$ cat src/hw/acw_pkg.sv
package acw_pkg;
    // Command word layout
    localparam int CMD_W = 16;
    localparam int SEL_BIT = 15;
    localparam int GRP_HI = 14;
    localparam int GRP_LO = 11;
    localparam int DATA_W = 11;
    localparam logic [3:0] GRP_CONFIG = 4'h0;
    localparam logic [3:0] GRP_UNIPOLAR = 4'h1;
    localparam logic [3:0] GRP_BIPOLAR = 4'h2;
    localparam logic [3:0] GRP_RANGE = 4'h3;
    localparam logic [3:0] GRP_SCAN_LIST_0 = 4'h4;
    localparam logic [3:0] GRP_SCAN_LIST_1 = 4'h5;
    localparam logic [3:0] GRP_SEQUENCE = 4'h6;
    localparam logic [3:0] GRP_RESERVED = 4'hF;
    localparam int NUM_CFG = 7;
    // Mode control fields
    localparam int SCAN_LO = 11;
    localparam int CHAN_HI = 10;
    localparam int CHAN_LO = 7;
    localparam int SRST_HI = 6;
    localparam int SRST_LO = 5;
    localparam int PM_HI = 4;
    localparam int PM_LO = 3;
    localparam int TAG_BIT = 2;
    localparam int TRIG_BIT = 1;
    localparam logic [3:0] SCAN_RST = 4'h1;
    localparam logic [3:0] SCAN_KEEP = 4'h0;
    localparam logic [3:0] CHAN_RST = 4'h0;
    localparam logic [1:0] PM_RST = 2'h0;
    localparam logic [1:0] SRST_NONE = 2'h0;
    localparam logic [1:0] SRST_FIFO = 2'h1;
    localparam logic [1:0] SRST_ALL = 2'h2;
    localparam logic [10:0] CFG_RST = 11'h000;
    // Link timing
    localparam int CORE_PERIOD_NS = 20;
    localparam int SCLK_PERIOD_NS = 160;
    localparam int SCLK_HALF = SCLK_PERIOD_NS / (2 * CORE_PERIOD_NS);
    localparam int FRAME_SCLKS = 17;
    // Host register map
    localparam logic [3:0] OFS_CMD = 4'h0;
    localparam logic [3:0] OFS_STATUS = 4'h4;
    localparam logic [3:0] OFS_RXDATA = 4'h8;
    localparam logic [3:0] OFS_CTRL = 4'hC;
    localparam logic [1:0] RESP_OKAY = 2'h0;
    localparam logic [1:0] RESP_SLVERR = 2'h2;
endpackage

$ cat src/hw/acw_link_if.sv
`timescale 1ns/1ps
interface acw_link_if;
    logic sclk;
    logic cs_n;
    logic din;
    logic dout;
    logic convert_start_pin_n;
    modport dev (input sclk, input cs_n, input din, input convert_start_pin_n, output dout);
    modport host (output sclk, output cs_n, output din, output convert_start_pin_n, input dout);
endinterface

$ cat src/hw/acw_device_end.sv
// How it works
// - All register access arrives as serial command words
// - Bit 15 low loads mode control register
// - Bit 15 high targets a configuration register
// - Bits 14:11 pick register, low eleven stored
// - Host never sends reserved selection code; host end forwards it unchecked, device ignores it
// - Scan selection at 14:11, resets to 0001
// - Channel selection at 10:7, resets to 0000
// - Soft reset 01 clears FIFO only
// - Soft reset 10 restores all registers, clears FIFO
// - Power mode field at 4:3, resets 00
// - Tag bit gives channel then 12-bit result
// - Internal clock mode always tags output words
// - Trigger bit starts conversion on select rising, in internal clock mode only
// - Host rewrites trigger bit for each conversion
// - Trigger bit self-clears after conversion finishes
// - Host holds select low seventeen serial clocks
// - Scan code 0000 keeps scan, channel and tag bits
// - Host full-resets before leaving internal clock mode
`timescale 1ns/1ps
module acw_device_end
    import acw_pkg::*;
(
    // Clock, reset, enable
    input wire logic i_core_clk,
    input wire logic i_rst,
    input wire logic i_ce,
    // Serial link
    acw_link_if.dev link,
    // Converter core status
    input wire logic i_internal_clk_mode,
    input wire logic i_conv_done,
    input wire logic [11:0] i_result,
    input wire logic [3:0] i_result_chan,
    // Mode control fields
    output logic [3:0] o_scan_mode,
    output logic [3:0] o_input_channel_field,
    output logic [1:0] o_power_mode_field,
    output logic o_channel_tag_enable,
    output logic o_cs_edge_trigger,
    // Configuration registers
    output logic [NUM_CFG-1:0][DATA_W-1:0] o_cfg_regs,
    // Action pulses
    output logic o_fifo_clear,
    output logic o_conv_start
);

    logic [1:0] sclk_sync;
    logic [1:0] cs_sync;
    logic [1:0] din_sync;
    logic [1:0] cnv_sync;
    logic sclk_prev;
    logic cs_prev;
    logic cnv_prev;
    logic sclk_rise;
    logic sclk_fall;
    logic cs_fall;
    logic cs_rise;
    logic cnv_rise;
    logic [4:0] bit_cnt;
    logic [CMD_W-1:0] rx_shift;
    logic [CMD_W-1:0] cmd_word;
    logic cmd_stb;
    logic [CMD_W-1:0] tx_shift;
    logic [CMD_W-1:0] next_tx_load;
    logic mode_wr;
    logic cfg_wr;
    logic reset_all;
    logic [3:0] grp;

    // Two-flop synchronisers for every link pin
    always_ff @(posedge i_core_clk) begin
        if (i_rst) begin
            sclk_sync <= 2'h0;
            cs_sync <= 2'h3;
            din_sync <= 2'h0;
            cnv_sync <= 2'h3;
        end else if (i_ce) begin
            sclk_sync <= {sclk_sync[0], link.sclk};
            cs_sync <= {cs_sync[0], link.cs_n};
            din_sync <= {din_sync[0], link.din};
            cnv_sync <= {cnv_sync[0], link.convert_start_pin_n};
        end
    end

    // Previous synchronised levels for edge finding
    always_ff @(posedge i_core_clk) begin
        if (i_rst) begin
            sclk_prev <= 1'b0;
            cs_prev <= 1'b1;
            cnv_prev <= 1'b1;
        end else if (i_ce) begin
            sclk_prev <= sclk_sync[1];
            cs_prev <= cs_sync[1];
            cnv_prev <= cnv_sync[1];
        end
    end

    // Edge events; serial clock edges gated by the select frame, select and start pin edges not
    assign sclk_rise = sclk_sync[1] & ~sclk_prev & ~cs_sync[1];
    assign sclk_fall = ~sclk_sync[1] & sclk_prev & ~cs_sync[1];
    assign cs_fall = ~cs_sync[1] & cs_prev;
    assign cs_rise = cs_sync[1] & ~cs_prev;
    assign cnv_rise = cnv_sync[1] & ~cnv_prev;

    // Command shift register, MSB first; extra edges in a frame are ignored
    always_ff @(posedge i_core_clk) begin
        if (i_rst) begin
            bit_cnt <= 5'h00;
            rx_shift <= 16'h0000;
            cmd_word <= 16'h0000;
            cmd_stb <= 1'b0;
        end else if (i_ce) begin
            cmd_stb <= 1'b0;
            if (cs_fall) begin
                bit_cnt <= 5'h00;
            end else if (sclk_rise && bit_cnt < 5'(CMD_W)) begin
                rx_shift <= {rx_shift[CMD_W-2:0], din_sync[1]};
                bit_cnt <= bit_cnt + 5'h01;
                if (bit_cnt == 5'(CMD_W - 1)) begin
                    cmd_word <= {rx_shift[CMD_W-2:0], din_sync[1]};
                    cmd_stb <= 1'b1;
                end
            end
        end
    end

    // Word routing by selection bits
    assign grp = cmd_word[GRP_HI:GRP_LO];
    assign mode_wr = cmd_stb & ~cmd_word[SEL_BIT];
    assign cfg_wr = cmd_stb & cmd_word[SEL_BIT] & (grp != GRP_RESERVED);
    assign reset_all = mode_wr & (cmd_word[SRST_HI:SRST_LO] == SRST_ALL);

    // Scan, channel, power and tag fields of the mode register
    always_ff @(posedge i_core_clk) begin
        if (i_rst) begin
            o_scan_mode <= SCAN_RST;
            o_input_channel_field <= CHAN_RST;
            o_power_mode_field <= PM_RST;
            o_channel_tag_enable <= 1'b0;
        end else if (i_ce) begin
            if (reset_all) begin
                o_scan_mode <= SCAN_RST;
                o_input_channel_field <= CHAN_RST;
                o_power_mode_field <= PM_RST;
                o_channel_tag_enable <= 1'b0;
            end else if (mode_wr) begin
                o_power_mode_field <= cmd_word[PM_HI:PM_LO];
                if (cmd_word[GRP_HI:SCAN_LO] != SCAN_KEEP) begin
                    o_scan_mode <= cmd_word[GRP_HI:SCAN_LO];
                    o_input_channel_field <= cmd_word[CHAN_HI:CHAN_LO];
                    o_channel_tag_enable <= cmd_word[TAG_BIT];
                end
            end
        end
    end

    // Trigger bit: a write wins over the completion clear
    always_ff @(posedge i_core_clk) begin
        if (i_rst) begin
            o_cs_edge_trigger <= 1'b0;
        end else if (i_ce) begin
            if (reset_all) begin
                o_cs_edge_trigger <= 1'b0;
            end else if (mode_wr) begin
                o_cs_edge_trigger <= cmd_word[TRIG_BIT];
            end else if (i_conv_done) begin
                o_cs_edge_trigger <= 1'b0;
            end
        end
    end

    // Configuration registers, one per selection code 0 to 6
    always_ff @(posedge i_core_clk) begin
        if (i_rst) begin
            for (int i = 0; i < NUM_CFG; i++) begin
                o_cfg_regs[i] <= CFG_RST;
            end
        end else if (i_ce) begin
            if (reset_all) begin
                for (int i = 0; i < NUM_CFG; i++) begin
                    o_cfg_regs[i] <= CFG_RST;
                end
            end else if (cfg_wr && grp <= GRP_SEQUENCE) begin
                o_cfg_regs[grp[2:0]] <= cmd_word[DATA_W-1:0];
            end
        end
    end

    // FIFO clear pulse for soft reset codes 01 and 10
    always_ff @(posedge i_core_clk) begin
        if (i_rst) begin
            o_fifo_clear <= 1'b0;
        end else if (i_ce) begin
            o_fifo_clear <= mode_wr & ((cmd_word[SRST_HI:SRST_LO] == SRST_FIFO)
                | (cmd_word[SRST_HI:SRST_LO] == SRST_ALL));
        end
    end

    // Conversion start, in internal clock mode only, from select rising edge or from the start pin
    always_ff @(posedge i_core_clk) begin
        if (i_rst) begin
            o_conv_start <= 1'b0;
        end else if (i_ce) begin
            if (i_internal_clk_mode && o_cs_edge_trigger) begin
                o_conv_start <= cs_rise;
            end else begin
                o_conv_start <= i_internal_clk_mode & cnv_rise;
            end
        end
    end

    // Output word layout: tagged or plain result
    always_comb begin
        if (o_channel_tag_enable || i_internal_clk_mode) begin
            next_tx_load = {i_result_chan, i_result};
        end else begin
            next_tx_load = {i_result, 4'h0};
        end
    end

    // Result shifter, advanced on serial clock falling edges
    always_ff @(posedge i_core_clk) begin
        if (i_rst) begin
            tx_shift <= 16'h0000;
            link.dout <= 1'b0;
        end else if (i_ce) begin
            if (cs_fall) begin
                tx_shift <= next_tx_load;
                link.dout <= next_tx_load[CMD_W-1];
            end else if (sclk_fall) begin
                tx_shift <= {tx_shift[CMD_W-2:0], 1'b0};
                link.dout <= tx_shift[CMD_W-2];
            end
        end
    end

endmodule // acw_device_end

$ cat src/flat_wrapper.sv
// flat-port wrapper written by rule: the top's interface ports become plain ports
module acw_device_end_flat import acw_pkg::*;
  (i_core_clk, i_rst, i_ce, i_internal_clk_mode, i_conv_done, i_result, i_result_chan, o_scan_mode, o_input_channel_field, o_power_mode_field, o_channel_tag_enable, o_cs_edge_trigger, o_cfg_regs, o_fifo_clear, o_conv_start, link_sclk, link_cs_n, link_din, link_convert_start_pin_n, link_dout);
  acw_link_if link_i ();
  input wire logic i_core_clk;
  input wire logic i_rst;
  input wire logic i_ce;
  input wire logic i_internal_clk_mode;
  input wire logic i_conv_done;
  input wire logic [11:0] i_result;
  input wire logic [3:0] i_result_chan;
  output logic [3:0] o_scan_mode;
  output logic [3:0] o_input_channel_field;
  output logic [1:0] o_power_mode_field;
  output logic o_channel_tag_enable;
  output logic o_cs_edge_trigger;
  output logic [NUM_CFG-1:0][DATA_W-1:0] o_cfg_regs;
  output logic o_fifo_clear;
  output logic o_conv_start;
  input wire logic [$bits(link_i.sclk)-1:0] link_sclk;
  input wire logic [$bits(link_i.cs_n)-1:0] link_cs_n;
  input wire logic [$bits(link_i.din)-1:0] link_din;
  input wire logic [$bits(link_i.convert_start_pin_n)-1:0] link_convert_start_pin_n;
  output wire logic [$bits(link_i.dout)-1:0] link_dout;
  assign link_i.sclk = link_sclk;
  assign link_i.cs_n = link_cs_n;
  assign link_i.din = link_din;
  assign link_i.convert_start_pin_n = link_convert_start_pin_n;
  assign link_dout = link_i.dout;
  acw_device_end u_core (.i_core_clk(i_core_clk), .i_rst(i_rst), .i_ce(i_ce), .link(link_i), .i_internal_clk_mode(i_internal_clk_mode), .i_conv_done(i_conv_done), .i_result(i_result), .i_result_chan(i_result_chan), .o_scan_mode(o_scan_mode), .o_input_channel_field(o_input_channel_field), .o_power_mode_field(o_power_mode_field), .o_channel_tag_enable(o_channel_tag_enable), .o_cs_edge_trigger(o_cs_edge_trigger), .o_cfg_regs(o_cfg_regs), .o_fifo_clear(o_fifo_clear), .o_conv_start(o_conv_start));
endmodule
$ cat config.mk
export PLATFORM = sky130hd
export DESIGN_NAME = acw_device_end_flat
export DESIGN_NICKNAME = d
export VERILOG_FILES = /design/src/hw/acw_pkg.sv /design/src/hw/acw_link_if.sv /design/src/hw/acw_device_end.sv /design/src/flat_wrapper.sv
export SDC_FILE = /design/constraint.sdc
export NUM_CORES = 1
export LEC_CHECK = 0
export ABC_AREA = 1
export BUFFER_PORTS_ARGS = -buffer_cell sky130_fd_sc_hd__clkbuf_2
export CAP_MARGIN = 5
export CORE_MARGIN = 2
export CORE_UTILIZATION = 55
export CTS_CLUSTER_SIZE = 20
export DETAILED_ROUTE_END_ITERATION = 10
export GPL_TIMING_DRIVEN = 0
export MAX_ROUTING_LAYER = met4
export PLACE_DENSITY = 0.81
export SYNTH_ARGS = -nofsm -noshare
export SYNTH_HDL_FRONTEND = slang
export SYNTH_SLANG_ARGS = --single-unit
$ cat constraint.sdc
create_clock -name i_core_clk -period 1.95 [get_ports i_core_clk]
set_clock_uncertainty 0.05 [all_clocks]
set_input_delay 0.2925 -clock i_core_clk [delete_from_list [all_inputs] [get_ports i_core_clk]]
set_output_delay 0.2925 -clock i_core_clk [all_outputs]
set_load 0.05 [all_outputs]
==> results by group <==
Place
  – Routability cong.: 0.8950
  – Post-DP Area: 7109 sq um
  – DPL Wire Length: 12100 um
  – Port buffer count: 115

Timing
  – Final worst path period share: 0.9692
  – FMAX: 529.1 MHz
  – Sum Neg Setup Slack: 0 ps
  – # setup viols final: 0
  – Slew HR: 0.6485
  – RSZ-0062 raised after global routing: no
  – Final Hold Vio Count: 0
  – Worst Tran Pin Value: 527.3 ps
  – Minimum clock period: 1890 ps
  – Max-slew violations: 0

CTS
  – Max clock buf depth: 2
  – Cts bufs inserted: 17
  – Clock transition at path regs: 60 ps
  – CTS tree: done
  – Root buf cell: clkbuf_16
  – CTS sink count: 155
  – H-tree depth: 4
  – Worst-skew pair later-pin latency: 430 ps

Layout
  – Layout Area Growth over Synthesis: 21.36%
  – Finished Core Util: 0.6783
  – Final nets: 988
  – Final-layout fill cell count: 949
  – Area of the multi-input gates: 2704 sq um
  – Ant diodes: 0
  – Layout cells sized above 1: 0.2021
  – Register area: 3103 sq um
  – Fin area: 7712 sq um

Run status
  – Status: finished, final reports clean

Route
  – Post-Route WL: 18160 um
  – DRC viols: 0
  – DR vias/cell: 5.694
  – Post-DRT Antenna Nets: 0
  – Starting DRT DRC Count: 678
  – Via count: 6337
  – DR pass1 iterations: 6
  – Avg WL per Cell: 16.32 um

Yosys
  – Seq/Total Area, Yosys: 0.4883
  – Post-synth top flop: dfxtp_1
  – Syn nets: 853
  – Synthesis-stage register bit count: 155
  – Syn. warnings: 0
  – Synth Cell Area: 6355 sq um
  – Ys async rst share: 0
  – Synth Area per Inst: 7.703 sq um
  – Count leader, synth: dfxtp_1
  – Post-synth top cells: dfxtp_1, a21oi_1, nand2_1
  – Post-Syn Instances: 825
  – Area leader, netlist: dfxtp_1
  – Top-area cell type share of the netlist area: 0.4883
  – EDFF count, synth: 0
  – Distinct cells, synth: 26
  – Top post-synthesis cells by area: dfxtp_1, a21oi_1, nand2_1

Floorplan
  – Placeable core region: 11370 sq um
  – Initial Util: 0.5589
  – Die X: 111.5 um
  – Die ar.: 12430 sq um
  – I/O pin count: 117
  – Rows: 39
  – Die Y: 111.5 um

Critical path
  – Worst EP arrival: 2190 ps
  – Launch point of the worst reg-to-reg path: u_core.cmd_word[5]
  – Worst setup EP type: flop
  – CP max FO: 10
  – Worst Path Required: 2250 ps
  – Setup crit start: u_core.cmd_word[5]
  – Setup crit start kind: flop
  – WS Path Type: flop to flop

Global route
  – Initial antenna violation count: 0
  – First-pass GRT wire length: 28850 um
  – Largest net degree at the start of global routing: 17
  – Total GRT Usage: 0.3011
  – Number of global-route vias before repair: 5736
  – Overflow after GRT: 0

Pwr
  – Switch Pwr: 1.446 mW
  – Int Power: 5.230 mW
  – Sequential share of power: 0.484
  – Switching Share: 0.2166
  – Worst VDD drop: 0.0008903 V
  – Cell Pwr Density: 865.7 nW/um^2
  – Comb pwr share: 0.043
  – PnR Total Power: 6.676 mW
  – Pleak: 3.108 nW
  – Clock Power Share: 0.473

Min path
  – Hold Path Class: input pin to flop
  – Worst Hold Launch: link_convert_start_pin_n

Run
  – Max-cap violations: 0
power by group through the flow:
stage	Sequential [mW]	Clock [mW]	Combinational (mW)
3_3_place_gp	3.30	0	0.277
4_1_cts	3.23	3.16	0.283
5_1_grt	3.23	3.31	0.321
2_1_floorplan	3.30	0	0.183
3_5_place_dp	3.30	0	0.281
6_report	3.23	3.16	0.289
worst max-delay path, stage by stage, from the launching register on:
cell and delay (ps):
dfxtp_1 360, inv_1 60, ha_1 210, nand3_2 140, buf_2 240, nand2_1 70, inv_1 340, nand4_1 170
a21oi_1 180
per-layer routing:
layer  up-vias  wire (um)  global-route usage
met1      2927       7758              0.3977
met4         0        629              0.1514
met3        51       1478             0.05716
li1       3089          -                   -
met2       270       8293              0.4435
met5         -          0                   -
sequential cells by signal, summed over array words and instances (netlist names), 2 cells and up:
| name | cells |
|---|---|
| u_core.bit_cnt | 5 |
| u_core.cmd_word | 16 |
| u_core.cnv_sync | 2 |
| u_core.cs_sync | 2 |
| u_core.din_sync | 2 |
| u_core.o_cfg_regs | 77 |
| u_core.o_input_channel_field | 4 |
| u_core.o_power_mode_field | 2 |
| u_core.o_scan_mode | 4 |
| u_core.rx_shift | 15 |
| u_core.sclk_sync | 2 |
| u_core.tx_shift | 15 |
through the flow:
| stage | hold WS, ps | worst slack (ps) | std cells |
|---|---|---|---|
| final | 32.30 | 60.06 | 1113 |
| after CTS | 27.38 | 49.93 | 1112 |
| after global placement | 392.2 | 36.88 | 1083 |
| after global routing | 44.09 | 1.678 | 1113 |
| after detailed placement | 397.8 | 10.46 | 1083 |
| after floorplan | 368.8 | 392.8 | 825 |
path summary, 6_finish.rpt:
| kind | slack, ps | cells past startpoint | end |
|---|---|---|---|
| min reg2reg | 410 | 2 | u_core.o_cfg_regs[52] |
| max | 60 | 8 | u_core.o_cfg_regs[49] |
| min | 30 | 3 | u_core.cnv_sync[0] |
| max reg2reg | 60 | 8 | u_core.o_cfg_regs[49] |
cells by family (layout without fill, tap and decap cells):
family	Yosys count	in the layout	synth area share
simple gates	333	333	0.2447
compound gates	218	218	0.1735
flops	155	155	0.4883
buf+inv	115	260	0.08624
fa+ha+maj	3	3	0.005907
xor+xnor	1	1	0.001378
area by class of cell:
type / count / area share
inverters: 48 / 0.02628
repair buffers: 116 / 0.07722
clock buffers: 28 / 0.06830
flip-flops and latches: 155 / 0.4023
clock inverters: 1 / 0.003894
well taps: 143 / 0.02320
multi-input cells: 555 / 0.3506
plain buffers: 67 / 0.04818
layout by cell type, fill, tap and decap left out, types with 6 or more instances in the layout:
cell,synthesis,final
dfxtp_1,155,155
a21oi_1,139,139
nand2_1,131,131
clkbuf_2,0,116
nand4_1,78,78
nor2_1,78,78
o21ai_0,76,76
inv_1,44,38
clkbuf_1,34,38
nand3_1,22,22
clkbuf_16,0,17
buf_2,12,11
buf_6,9,9
buf_4,9,9
nor3_1,8,8
nand3_2,7,7
clkinvlp_4,0,6
clkbuf_8,0,6
repair_timing:
action | CTS | global route
gates resized for setup | 2 | 7
pin swaps | 0 | 0
hold endpoints to repair | 0 | 0
buffers inserted | 0 | 1
setup endpoints to repair | 5 | 32
hold buffers | 0 | 0
Power figures use the tool's default switching activity.
